--- src/hdl/adc_pkg.sv ---
// constants shared by the converter control block
package adc_pkg;
    // register word indices; byte address is four times the index
    localparam logic [9:0] IDX_CTRL0  = 10'h01f;  // conv_control_zero
    localparam logic [9:0] IDX_CTRL1  = 10'h09f;  // conv_control_one
    localparam logic [9:0] IDX_RES_LO = 10'h0a0;  // result_low_byte
    localparam logic [9:0] IDX_RES_HI = 10'h0a1;  // result_high_byte
    localparam logic [9:0] IDX_STATUS = 10'h0a2;  // conversion_done_flag
    // reset values
    localparam logic [7:0] CTRL0_RST  = 8'h00;
    localparam logic [7:0] CTRL1_RST  = 8'h00;
    // field positions in conv_control_zero
    localparam int CS_HI   = 7;   // conv_clock_select msb
    localparam int CS_LO   = 6;
    localparam int GO_BIT  = 2;   // conversion run bit
    localparam int PWR_BIT = 0;   // converter_power_on
    // field positions in conv_control_one
    localparam int JUST_BIT = 7;  // result_justify
    localparam int REF_HI   = 6;  // reference_select msb
    localparam int REF_LO   = 4;
    localparam int PCFG_HI  = 3;  // pin_analog_config msb
    // clock select codes
    localparam logic [1:0] CS_DIV2 = 2'h0;
    localparam logic [1:0] CS_DIV8 = 2'h1;
    localparam logic [1:0] CS_DIV32 = 2'h2;
    localparam logic [1:0] CS_RC   = 2'h3;
    // system clocks per conversion clock period
    localparam logic [5:0] DIV2_CYC  = 6'h02;
    localparam logic [5:0] DIV8_CYC  = 6'h08;
    localparam logic [5:0] DIV32_CYC = 6'h20;
    // conversion clock periods of one conversion
    localparam logic [3:0] TAD_SETTLE = 4'h1;  // settling period
    localparam logic [3:0] TAD_LAST   = 4'hd;  // last bit period
    // channel codes
    localparam logic [3:0] CH_MAX     = 4'h9;
    localparam logic [3:0] PCFG_ALL_A = 4'h5;  // last all-analog code
    localparam logic [11:0] RES_ONES  = 12'hfff;
    // reference sources
    localparam logic [1:0] REF_SUPPLY = 2'h0;
    localparam logic [1:0] REF_EXT    = 2'h1;
    localparam logic [1:0] REF_INT_H  = 2'h2;
    localparam logic [1:0] REF_INT_L  = 2'h3;
    // axi responses
    localparam logic [1:0] RESP_OKAY   = 2'h0;
    localparam logic [1:0] RESP_SLVERR = 2'h2;
    // sequencer states
    typedef enum logic [2:0] {
        ST_IDLE = 3'b001,
        ST_CONV = 3'b010,
        ST_DONE = 3'b100
    } adc_state_e;
endpackage

--- src/hdl/adc_control.sv ---
// converter control: registers, conversion clock, successive approximation sequencing
// Summary of operation
// - ten inputs, one sample-hold, 12-bit result
// - sleep conversion only with internal RC clock
// - reset clears control registers and flag and aborts conversion
// - completion loads result, clears run, sets flag
// - clock select: div2, div8, div32, RC
// - channel field picks 0-9, rest reserved
// - run bit starts, reads busy, self clears
// - power bit enables or shuts down converter
// - justify bit: one right, zero left
// - reference field selects high and low references
// - pin config turns pins digital from nine down
// - unimplemented channel gives all-ones result
// - power-on reset leaves result pair untouched
// - output-driven analog pin converts driven level
// - conversion runs whatever the pin direction and digital mode
// - analog pins read zero on A/E, one on B
// - thirteen periods: one settle, twelve bits
// - flag at 14th rise, run cleared at fall
// - abort by software still writes partial result
// - power and run together: run cleared
`timescale 1ns/1ps
`default_nettype none
module adc_control
    import adc_pkg::*;
#(
    parameter int         NUM_CH     = 10,       // analog inputs
    parameter logic [9:0] PORT_B_MAP = 10'h300,  // inputs that sit on port B
    parameter bit         SMALL_PKG  = 1'b0      // channels 4 to 7 absent
) (
    // clock and reset
    input  wire logic              aclk,
    input  wire logic              aresetn,
    // axi4-lite write address
    input  wire logic [11:0]       s_axi_awaddr,
    input  wire logic              s_axi_awvalid,
    output logic                   s_axi_awready,
    // axi4-lite write data
    input  wire logic [31:0]       s_axi_wdata,
    input  wire logic [3:0]        s_axi_wstrb,
    input  wire logic              s_axi_wvalid,
    output logic                   s_axi_wready,
    // axi4-lite write response
    output logic [1:0]             s_axi_bresp,
    output logic                   s_axi_bvalid,
    input  wire logic              s_axi_bready,
    // axi4-lite read address
    input  wire logic [11:0]       s_axi_araddr,
    input  wire logic              s_axi_arvalid,
    output logic                   s_axi_arready,
    // axi4-lite read data
    output logic [31:0]            s_axi_rdata,
    output logic [1:0]             s_axi_rresp,
    output logic                   s_axi_rvalid,
    input  wire logic              s_axi_rready,
    // system state and internal rc oscillator
    input  wire logic              sleep_mode,
    input  wire logic              rc_clock_pin,
    // analog core
    input  wire logic              comp_in_pin,
    output logic                   converter_power_on,
    output logic                   sample_hold,
    output logic [11:0]            dac_code,
    output logic [3:0]             channel_select,
    output logic                   sample_driven_level,
    output logic [1:0]             ref_high_src,
    output logic [1:0]             ref_low_src,
    // port pins
    input  wire logic [NUM_CH-1:0] pin_direction,
    input  wire logic [NUM_CH-1:0] pin_level,
    output logic [NUM_CH-1:0]      pin_analog,
    output logic [NUM_CH-1:0]      pin_read_value
);
    import adc_pkg::*;

    // register state
    logic [7:0]  ctrl0_reg;        // conv_control_zero without run bit
    logic [7:0]  ctrl1_reg;        // conv_control_one
    logic        run_reg;          // conversion run bit
    logic        done_reg;         // conversion_done_flag
    logic [11:0] result_reg;       // raw result, never reset
    logic [11:0] sar_reg;          // approximation register
    logic [3:0]  tad_reg;          // conversion clock periods seen
    logic [5:0]  div_reg;          // system clock divider
    adc_state_e  state_reg;        // sequencer state
    // synchronisers
    logic [1:0]  rc_sync;          // rc oscillator
    logic        rc_last;          // rc level one cycle back
    logic [NUM_CH-1:0] lvl_s1;     // pin levels, first stage
    logic [NUM_CH-1:0] lvl_s2;     // pin levels, second stage
    // bus strobes
    logic        wr_go;            // write accepted this cycle
    logic [9:0]  wr_idx;           // word index written
    logic [9:0]  rd_idx;           // word index read
    logic        wr_ctrl0;         // conv_control_zero byte written
    // conversion clock
    logic [5:0]  div_cyc;          // selected divide ratio
    logic        tad_rise;         // start of a conversion clock period
    logic        tad_fall;         // middle of a conversion clock period
    logic        clk_ok;           // conversion clock may run
    // decode
    logic [3:0]  chan;             // selected channel
    logic        chan_bad;         // reserved or absent channel
    logic [4:0]  dig_cnt;          // pins turned digital
    logic [15:0] res_pair;         // justified result pair
    logic        sw_abort;         // software cleared the run bit

    assign wr_go    = s_axi_awvalid && s_axi_wvalid && !s_axi_bvalid;
    assign wr_idx   = s_axi_awaddr[11:2];
    assign rd_idx   = s_axi_araddr[11:2];
    assign wr_ctrl0 = wr_go && s_axi_wstrb[0] && (wr_idx == IDX_CTRL0);
    assign sw_abort = wr_ctrl0 && !s_axi_wdata[GO_BIT];

    // both write channels are taken together, answer follows next edge
    assign s_axi_awready = wr_go;
    assign s_axi_wready  = wr_go;
    assign s_axi_arready = !s_axi_rvalid;

    // write response channel
    always_ff @(posedge aclk) begin
        if (!aresetn) begin
            s_axi_bvalid <= 1'b0;
            s_axi_bresp  <= RESP_OKAY;
        end else if (wr_go) begin
            s_axi_bvalid <= 1'b1;
            // unmapped words answer slave error
            s_axi_bresp  <= (wr_idx == IDX_CTRL0 || wr_idx == IDX_CTRL1 ||
                             wr_idx == IDX_RES_LO || wr_idx == IDX_RES_HI ||
                             wr_idx == IDX_STATUS) ? RESP_OKAY : RESP_SLVERR;
        end else if (s_axi_bready) begin
            s_axi_bvalid <= 1'b0;
        end
    end

    // justify the stored result
    always_comb begin
        if (ctrl1_reg[JUST_BIT]) begin
            res_pair = {4'h0, result_reg};
        end else begin
            res_pair = {result_reg, 4'h0};
        end
    end

    // read data channel
    always_ff @(posedge aclk) begin
        if (!aresetn) begin
            s_axi_rvalid <= 1'b0;
            s_axi_rdata  <= 32'h0;
            s_axi_rresp  <= RESP_OKAY;
        end else if (s_axi_arvalid && !s_axi_rvalid) begin
            s_axi_rvalid <= 1'b1;
            s_axi_rresp  <= RESP_OKAY;
            case (rd_idx)
                IDX_CTRL0:  begin
                    // run bit reads one while converting
                    s_axi_rdata <= {24'h0, ctrl0_reg[7:3], run_reg,
                                    ctrl0_reg[1:0]};
                end
                IDX_CTRL1:  s_axi_rdata <= {24'h0, ctrl1_reg};
                IDX_RES_LO: s_axi_rdata <= {24'h0, res_pair[7:0]};
                IDX_RES_HI: s_axi_rdata <= {24'h0, res_pair[15:8]};
                IDX_STATUS: s_axi_rdata <= {31'h0, done_reg};
                default: begin
                    s_axi_rdata <= 32'h0;
                    s_axi_rresp <= RESP_SLVERR;
                end
            endcase
        end else if (s_axi_rready) begin
            s_axi_rvalid <= 1'b0;
        end
    end

    // control registers; run bit kept apart in the sequencer
    always_ff @(posedge aclk) begin
        if (!aresetn) begin
            ctrl0_reg <= CTRL0_RST;
            ctrl1_reg <= CTRL1_RST;
        end else if (wr_go && s_axi_wstrb[0]) begin
            if (wr_idx == IDX_CTRL0) begin
                ctrl0_reg <= s_axi_wdata[7:0];
            end
            if (wr_idx == IDX_CTRL1) begin
                ctrl1_reg <= s_axi_wdata[7:0];
            end
        end
    end

    // completion flag: hardware set wins over write-one clear
    always_ff @(posedge aclk) begin
        if (!aresetn) begin
            done_reg <= 1'b0;
        end else if (state_reg == ST_CONV && tad_rise && tad_reg == TAD_LAST) begin
            done_reg <= 1'b1;
        end else if (wr_go && s_axi_wstrb[0] && wr_idx == IDX_STATUS &&
                     s_axi_wdata[0]) begin
            done_reg <= 1'b0;
        end
    end

    // synchronisers for rc clock and pin levels
    always_ff @(posedge aclk) begin
        if (!aresetn) begin
            rc_sync   <= 2'h0;
            rc_last   <= 1'b0;
            lvl_s1    <= '0;
            lvl_s2    <= '0;
        end else begin
            rc_sync   <= {rc_sync[0], rc_clock_pin};
            rc_last   <= rc_sync[1];
            lvl_s1    <= pin_level;
            lvl_s2    <= lvl_s1;
        end
    end

    // divide ratio from the clock select field
    always_comb begin
        case (ctrl0_reg[CS_HI:CS_LO])
            CS_DIV2:  div_cyc = DIV2_CYC;
            CS_DIV8:  div_cyc = DIV8_CYC;
            CS_DIV32: div_cyc = DIV32_CYC;
            default:  div_cyc = DIV2_CYC;
        endcase
    end

    // system clock stops in sleep, only rc keeps converting
    assign clk_ok = !sleep_mode || ctrl0_reg[CS_HI:CS_LO] == CS_RC;

    // divider runs only during a conversion
    always_ff @(posedge aclk) begin
        if (!aresetn || state_reg == ST_IDLE) begin
            div_reg <= 6'h0;
        end else if (clk_ok) begin
            div_reg <= (div_reg == div_cyc - 6'h1) ? 6'h0 : div_reg + 6'h1;
        end
    end

    // conversion clock edges as one-cycle enables
    always_comb begin
        if (!clk_ok || state_reg == ST_IDLE) begin
            tad_rise = 1'b0;
            tad_fall = 1'b0;
        end else if (ctrl0_reg[CS_HI:CS_LO] == CS_RC) begin
            tad_rise = rc_sync[1] && !rc_last;
            tad_fall = !rc_sync[1] && rc_last;
        end else begin
            tad_rise = div_reg == 6'h0;
            tad_fall = div_reg == (div_cyc >> 1);
        end
    end

    // sequencer: settle one period, twelve bit periods, then finish
    always_ff @(posedge aclk) begin
        if (!aresetn) begin
            state_reg <= ST_IDLE;
            run_reg   <= 1'b0;
            tad_reg   <= 4'h0;
            sar_reg   <= 12'h0;
        end else begin
            case (state_reg)
                ST_IDLE: begin
                    tad_reg <= 4'h0;
                    // start needs power already on; joint write clears run
                    if (wr_ctrl0 && s_axi_wdata[GO_BIT] &&
                        ctrl0_reg[PWR_BIT] && s_axi_wdata[PWR_BIT]) begin
                        run_reg   <= 1'b1;
                        state_reg <= ST_CONV;
                        sar_reg   <= 12'h0;
                    end else begin
                        run_reg <= 1'b0;
                    end
                end
                ST_CONV: begin
                    if (sw_abort || !ctrl0_reg[PWR_BIT]) begin
                        run_reg   <= 1'b0;
                        state_reg <= ST_IDLE;
                    end else if (tad_rise) begin
                        tad_reg <= tad_reg + 4'h1;
                        if (tad_reg == TAD_LAST) begin
                            state_reg <= ST_DONE;
                        end else if (tad_reg >= TAD_SETTLE) begin
                            // try the next bit, msb first
                            sar_reg[4'd12 - tad_reg] <= 1'b1;
                        end
                    end else if (tad_fall && tad_reg > TAD_SETTLE) begin
                        // comparator follows dac_code on this clock: no sync
                        if (!comp_in_pin) begin
                            sar_reg[4'd13 - tad_reg] <= 1'b0;
                        end
                    end
                end
                ST_DONE: begin
                    // run clears at the falling edge of the last period
                    if (tad_fall || sw_abort || !ctrl0_reg[PWR_BIT]) begin
                        run_reg   <= 1'b0;
                        state_reg <= ST_IDLE;
                    end
                end
                default: begin
                    state_reg <= ST_IDLE;
                    run_reg   <= 1'b0;
                end
            endcase
        end
    end

    // result pair: loaded at completion or software abort, untouched by reset
    always_ff @(posedge aclk) begin
        if (state_reg == ST_CONV && tad_rise && tad_reg == TAD_LAST && aresetn) begin
            result_reg <= chan_bad ? RES_ONES : sar_reg;
        end else if (state_reg == ST_CONV && sw_abort && aresetn) begin
            result_reg <= chan_bad ? RES_ONES : sar_reg;
        end
    end

    // channel decode from bits 5:3 and 1
    assign chan     = {ctrl0_reg[5:3], ctrl0_reg[1]};
    assign chan_bad = chan > CH_MAX ||
                      (SMALL_PKG && chan[3:2] == 2'h1);

    // pins turned digital, counting down from input nine
    assign dig_cnt = (ctrl1_reg[PCFG_HI:0] > PCFG_ALL_A) ?
                     {1'b0, ctrl1_reg[PCFG_HI:0] - PCFG_ALL_A} : 5'h0;

    // reference source decode
    always_comb begin
        case (ctrl1_reg[REF_HI:REF_LO])
            3'h0: begin ref_high_src = REF_SUPPLY; ref_low_src = REF_SUPPLY; end
            3'h1: begin ref_high_src = REF_EXT;    ref_low_src = REF_EXT;    end
            3'h2: begin ref_high_src = REF_INT_H;  ref_low_src = REF_INT_L;  end
            3'h3: begin ref_high_src = REF_EXT;    ref_low_src = REF_SUPPLY; end
            3'h4: begin ref_high_src = REF_INT_H;  ref_low_src = REF_SUPPLY; end
            3'h5: begin ref_high_src = REF_SUPPLY; ref_low_src = REF_EXT;    end
            3'h6: begin ref_high_src = REF_SUPPLY; ref_low_src = REF_INT_L;  end
            default: begin
                ref_high_src = REF_INT_L;
                ref_low_src  = REF_SUPPLY;
            end
        endcase
    end

    // analog core drives
    assign converter_power_on = ctrl0_reg[PWR_BIT];
    assign sample_hold        = state_reg == ST_IDLE;
    assign dac_code           = sar_reg;
    assign channel_select     = chan;
    // output pin: driven level is what gets sampled; direction never blocks
    assign sample_driven_level = !chan_bad &&
                                 !pin_direction[chan];

    // analog mask and port read value
    genvar gi;
    generate
        for (gi = 0; gi < NUM_CH; gi++) begin : g_pin
            assign pin_analog[gi] = (NUM_CH - 1 - gi) >= int'(dig_cnt);
            assign pin_read_value[gi] = pin_analog[gi] ? PORT_B_MAP[gi]
                                                      : lvl_s2[gi];
        end
    endgenerate
endmodule
`default_nettype wire

--- config.mk ---
export PLATFORM = sky130hd
export DESIGN_NAME = adc_control
export DESIGN_NICKNAME = d
export VERILOG_FILES = /design/src/hdl/adc_pkg.sv /design/src/hdl/adc_control.sv
export SDC_FILE = /design/constraint.sdc
export NUM_CORES = 1
export LEC_CHECK = 0
export BUFFER_PORTS_ARGS = -buffer_cell sky130_fd_sc_hd__buf_4
export CAP_MARGIN = 20
export CORE_ASPECT_RATIO = 2
export CORE_MARGIN = 8
export CORE_UTILIZATION = 45
export CTS_BUF_LIST = sky130_fd_sc_hd__clkbuf_8 sky130_fd_sc_hd__clkbuf_16
export CTS_CLUSTER_DIAMETER = 30
export CTS_CLUSTER_SIZE = 24
export DETAILED_ROUTE_END_ITERATION = 10
export GPL_TIMING_DRIVEN = 0
export PLACE_DENSITY = 0.74
export SYNTH_ARGS = -nofsm -noshare
export SYNTH_HDL_FRONTEND = slang
export SYNTH_SLANG_ARGS = --single-unit
--- constraint.sdc ---
create_clock -name aclk -period 4.5 [get_ports aclk]
set_input_delay 0.675 -clock aclk [delete_from_list [all_inputs] [get_ports aclk]]
set_output_delay 0.675 -clock aclk [all_outputs]
set_load 0.05 [all_outputs]
# After elaboration in Yosys (flattened, before gate mapping)
# Cells that the tools add are included.
[op_classes]
n_addsub = 6
multipliers = 0
div = 0
n_lt_le_gt_ge = 19
n_eq_ne = 36
shifts = 0
n_mux = 59
bitwise = 3
n_reduce_logical = 62
[ops]
columns = ["cell", "n"]
rows = [
  ["$mux 12", 10],
  ["$eq 10x8->1 const B", 8],
  ["$pmux 8 s5", 1],
  ["$mux 1", 26],
  ["$pmux 12 s2", 1],
  ["$logic_and 1x1->1", 22],
  ["$eq 10x5->1 const B", 2],
  ["$ne 3x3->1 const B", 6],
  ["$ge 3x4->1 const A", 4],
  ["$mux 16", 1],
  ["$lt 4x5->1 const B", 3],
  ["$mux 3", 5],
  ["$and 12x12->12", 1],
  ["$eq 3x3->1 const B", 4],
  ["$ge 4x1->1 const B", 3],
  ["$mux 4", 3],
  ["$not 12->12", 1],
  ["$or 12x12->12", 1],
  ["$pmux 6 s2", 1],
  ["$logic_not 1->1", 11],
  ["$logic_or 1x1->1", 10],
  ["$reduce_bool 2->1", 5],
  ["$eq 3x2->1 const B", 3],
  ["$pmux 3 s3", 1],
  ["other kinds (36)", 52],
]
[totals]
ff_bits = 116
latchBits = 0
mem_bits_rw = 0
romBits = 0
in_bits = 90
output_inout_bits = 84
elab_cells = 203
mem_count = 0

# Longest topological paths before layout
[logic_depth]
word_depth = 12
mapped_depth = 9
ltp_nobuf = 8

# Least setup slack after synthesis
# Ideal clock, no wire load.
[synth_path]
path_type = "register -> output"
from = "reg ctrl1_reg[0]"
to = "out pin_read_value[5]"
arrival_time_ns = 3.697
t_required_ns = 3.825
path_slack_ns = 0.128
stages_incl_launch_ff = 10
n_path_buf = 1
cell_sequence = "dfxtp_1 -> inv_1 -> ha_1 -> or4_1 -> o21ai_0 -> and2_1 -> clkbuf_1 -> nor2_1 -> a21boi_0 -> nor2b_1"
[synth_via]
elab_chain_cells = 4
word_cells_on_any_way = 5
classes_between = "1 x add/sub; 2 x order compare; 2 x mux"
[synth_lines]
columns = ["element", "line_no", "rtl"]
rows = [
  ["start: declaration", "adc_control.sv:79", "logic [7:0] ctrl1_reg;"],
  ["start signal: assignment", "adc_control.sv:184", "ctrl1_reg <= s_axi_wdata[7:0];"],
  ["$sub 4x3->4 or $gt 4x3->1 (tied branches)", "adc_control.sv:323, adc_control.sv:322", ""],
  ["$mux 4 *", "adc_control.sv:322", "assign dig_cnt = (ctrl1_reg[PCFG_HI:0] > PCFG_ALL_A) ?"],
  ["$ge 3x4->1 *", "adc_control.sv:355", "assign pin_analog[gi] = (NUM_CH - 1 - gi) >= int'(dig_cnt);"],
  ["net pin_analog[5]", "adc_control.sv:72", "output logic [NUM_CH-1:0] pin_analog,"],
  ["$mux 1 *", "adc_control.sv:356", "assign pin_read_value[gi] = pin_analog[gi] ? PORT_B_MAP[gi]"],
  ["end: declaration", "adc_control.sv:73", "output logic [NUM_CH-1:0] pin_read_value"],
]
# The timed path passes the listed nets; every way through them passes the cells marked *.

# Worst setup path in the final report
[layout_path]
from = "reg ctrl1_reg[0]"
to = "out pin_read_value[5]"
[layout_via]
elab_chain_cells = 4
word_cells_on_any_way = 5
classes_between = "1 x add/sub; 2 x order compare; 2 x mux"
[layout_lines]
columns = ["element", "line_no"]
rows = [
  ["$sub 4x3->4 or $gt 4x3->1 (tied branches)", "adc_control.sv:323, adc_control.sv:322"],
  ["$mux 4 *", "adc_control.sv:322"],
  ["$ge 3x4->1 *", "adc_control.sv:355"],
  ["$mux 1 *", "adc_control.sv:356"],
]
# Mark *: on every way between the ends. The rest lies on a longest branch, timed or not.

==> metrics.cfg <==
[status]
status = complete, no violations

[job]
max_cap_violations = 0

[die]
fp.dieW_um = 89.16
num_rows = 53
coreArea_mm2 = 0.01048
ios = 174
die_h_um = 162.3
start_util_pct = 45.98
die_area_mm2 = 0.01447

[timing]
slew_violations = 0
tns_ps = 0
relSlewSlack_pct = 34.52
max_freq_mhz = 278.0
worstMarginPinSlew_ps = 976.3
fin_crit_ps = 3598
fin_skew_ps = 7.836
rsz0062_at_grt = false
holdWs_ps = 432.5
final.period_utilization_pct = 79.95
hold_viol_final = 0
setup_viol = 0
fin_ws_ps = 902.3

[logic_synthesis]
synth-seq-cells = 89
synth_async_sr_flop_share_pct = 0
synth_top_area_share_pct = 32.00
ys.flop_type = dfxtp_1
synthTopCellsByCount = dfxtp_1 (77), nand2_1 (35), mux2i_1 (32), nor2_1 (32), buf_4 (31)
synth.distinct_cells = 57
synth-edff-count = 12
synth_area_leader_cell = dfxtp_1
syn_area_mm2 = 0.004817
synth.most_common_cell = dfxtp_1
yosysWarnings = 0
ys_seq_area_share_pct = 39.48
synthTopCellsByArea = dfxtp_1 (32%), edfxtp_1 (7.5%), mux2i_1 (6.6%)
synth_cells = 536
avgSynthCellArea_um2 = 8.987

[clocking]
cts_made_buffers = 9
cts_tree = built
ctsResizeCount = 0
clk_pin_slew_ps = 60
clockRootBuffer = clkbuf_16
cts_hold_buf = 0
cts.path.max_buffers = 2
htreeDepth = 3
cts_setup_buffers = 0
clkSinkCount = 89
clk_latency_ps = 350

[place]
post-place-ws_ps = 1272
place_inst = 812
portBuffers = 114
dpl.hpwl_um = 11430
place_congestion = 0.8841

[routing]
via_count = 4416
firstDrtPassIters = 5
drc = 0
wl_per_cell_um = 17.24
routed_via_density = 5.327
totalWireLength_um = 14290
first_iter_violations = 324
postRouteAntennaNets = 0

[cells_and_area]
syn_to_final_growth_pct = 29.84
final_nets = 792
register_area_mm2 = 0.001902
multi_input_area_mm2 = 0.002626
diodes = 0
n_fill_cell = 965
drive_gt1_share_pct = 25.29
layout.cells.non_filler = 829

[worst_setup_path]
arrival_ps = 2920
max_stage_delay_ps = 490
cpMaxStageDelayCell = or4_1
end_kind = output pin
cp_max_fo = 10
start_kind = flip-flop
worstPathRequired_ps = 3830
worst-setup-path-type = flip-flop to output pin
worstPathCellList = inv_1 -> ha_1 -> or4_1 -> o21ai_0 -> and2_1 -> clkbuf_1 -> nand2b_1 -> a21boi_0 -> nor2b_1 -> buf_4

[global_routing]
grt_max_degree = 17
grt.overflow.total = 0
grt_usage_pct = 19.35
antenna_found_initial = 0
grt_pass1_wl_um = 21660
first_global_vias = 4449

[pwr]
leakagePower_nw = 2.673
ir_drop_v = 0.0001862
power.density_mw_per_mm2 = 284.8

[hold_path]
hp-class = flip-flop to flip-flop

==> final cells by class <==
class / instances / area share [%]
plain buffers: 49 / 4.801
clock inverters: 6 / 1.160
multi-input cells: 401 / 41.99
clock buffers: 10 / 3.821
flip-flops and latches: 89 / 30.41
inverters: 22 / 1.320
well taps: 137 / 2.741
repair buffers: 115 / 13.76
==> metal layers <==
metal  track usage, %  vias to the layer above  routed length [um]
li1                 -                     2138                   -
met1            17.25                     2077                4675
met2            37.18                      165                8082
met3            3.543                       36                 935
met4            12.20                        0                 596
met5                0                        -                   0
==> critical path, delay by kind of cell, from the launching register on <==
family / cells / cell delay (ps)
AOI/OAI and AO/OA: 2 / 280
adders and majority gates: 1 / 280
buffers and inverters: 3 / 570
DFF: 1 / 440
and+or+nand+nor: 4 / 1000
==> path summary, 6_finish.rpt <==
check / start / endpoint / slack [ps] / cells past startpoint
setup / recovery: ctrl1_reg[0]$_SDFFE_PN0P_ / pin_read_value[5] / 900 / 10
hold / removal: lvl_s1[5]$_SDFF_PN0_ / lvl_s2[5]$_SDFF_PN0_ / 430 / 1
setup reg to reg: ctrl0_reg[7]$_SDFFE_PN0N_ / dac_code[4]$_SDFFE_PN0P_ / 1630 / 7
hold reg to reg: lvl_s1[5]$_SDFF_PN0_ / lvl_s2[5]$_SDFF_PN0_ / 430 / 1
==> cells by family (layout without fill, tap and decap cells) <==
family / after synthesis / count (layout) / share of synthesized area, %
buffers and inverters: 71 / 202 / 7.948
AND/OR/NAND/NOR: 200 / 200 / 23.43
flip-flops: 89 / 89 / 39.48
adder cells (fa/ha/maj): 15 / 15 / 3.896
other: 1 / 26 / 0.07785
multiplexers: 35 / 35 / 7.584
XOR/XNOR: 16 / 16 / 2.909
AO/OA/AOI/OAI: 109 / 109 / 14.68
==> placed cells by master (no fill, tap or decap), types with 3 or more instances in the layout <==
cell,instances
xor2_1,5
nor2b_1,29
clkbuf_16,9
and2_1,29
o31ai_1,7
nand2b_1,19
o221ai_1,4
a21oi_1,28
conb_1,26
edfxtp_1,12
dfxtp_1,77
o22ai_1,5
nor3_1,7
and3_1,3
a21boi_0,6
mux2i_1,32
nand3_1,10
o311ai_0,8
nand4b_1,3
a211oi_1,5
inv_1,22
xnor2_1,11
nand4_1,5
ha_1,15
clkbuf_1,18
o21ai_1,12
nand3b_1,3
buf_4,145
or4_1,4
a41oi_1,4
o21ai_0,16
nor3b_1,4
nand2_1,35
nor2_1,32
inv_6,3
==> power breakdown <==
group / leakage, nW / internal [W] / total (W) / switching, W
Sequential: 0.709 / 0.000815 / 0.000819 / 0.00000454
Combinational: 1.81 / 0.0000730 / 0.000184 / 0.000111
Clock: 0.150 / 0.000452 / 0.000778 / 0.000326
==> stage by stage <==
stage	total power, W	util [%]	cell area [um^2]
3_3_place_gp	0.001017	56.68	5938
6_report	0.001781	59.70	6255
3_5_place_dp	0.001020	56.68	5938
4_1_cts	0.001787	59.65	6250
2_1_floorplan	0.0009551	-	4911
5_1_grt	0.001832	59.70	6255
No activity file was read; power rests on OpenSTA's default activity.
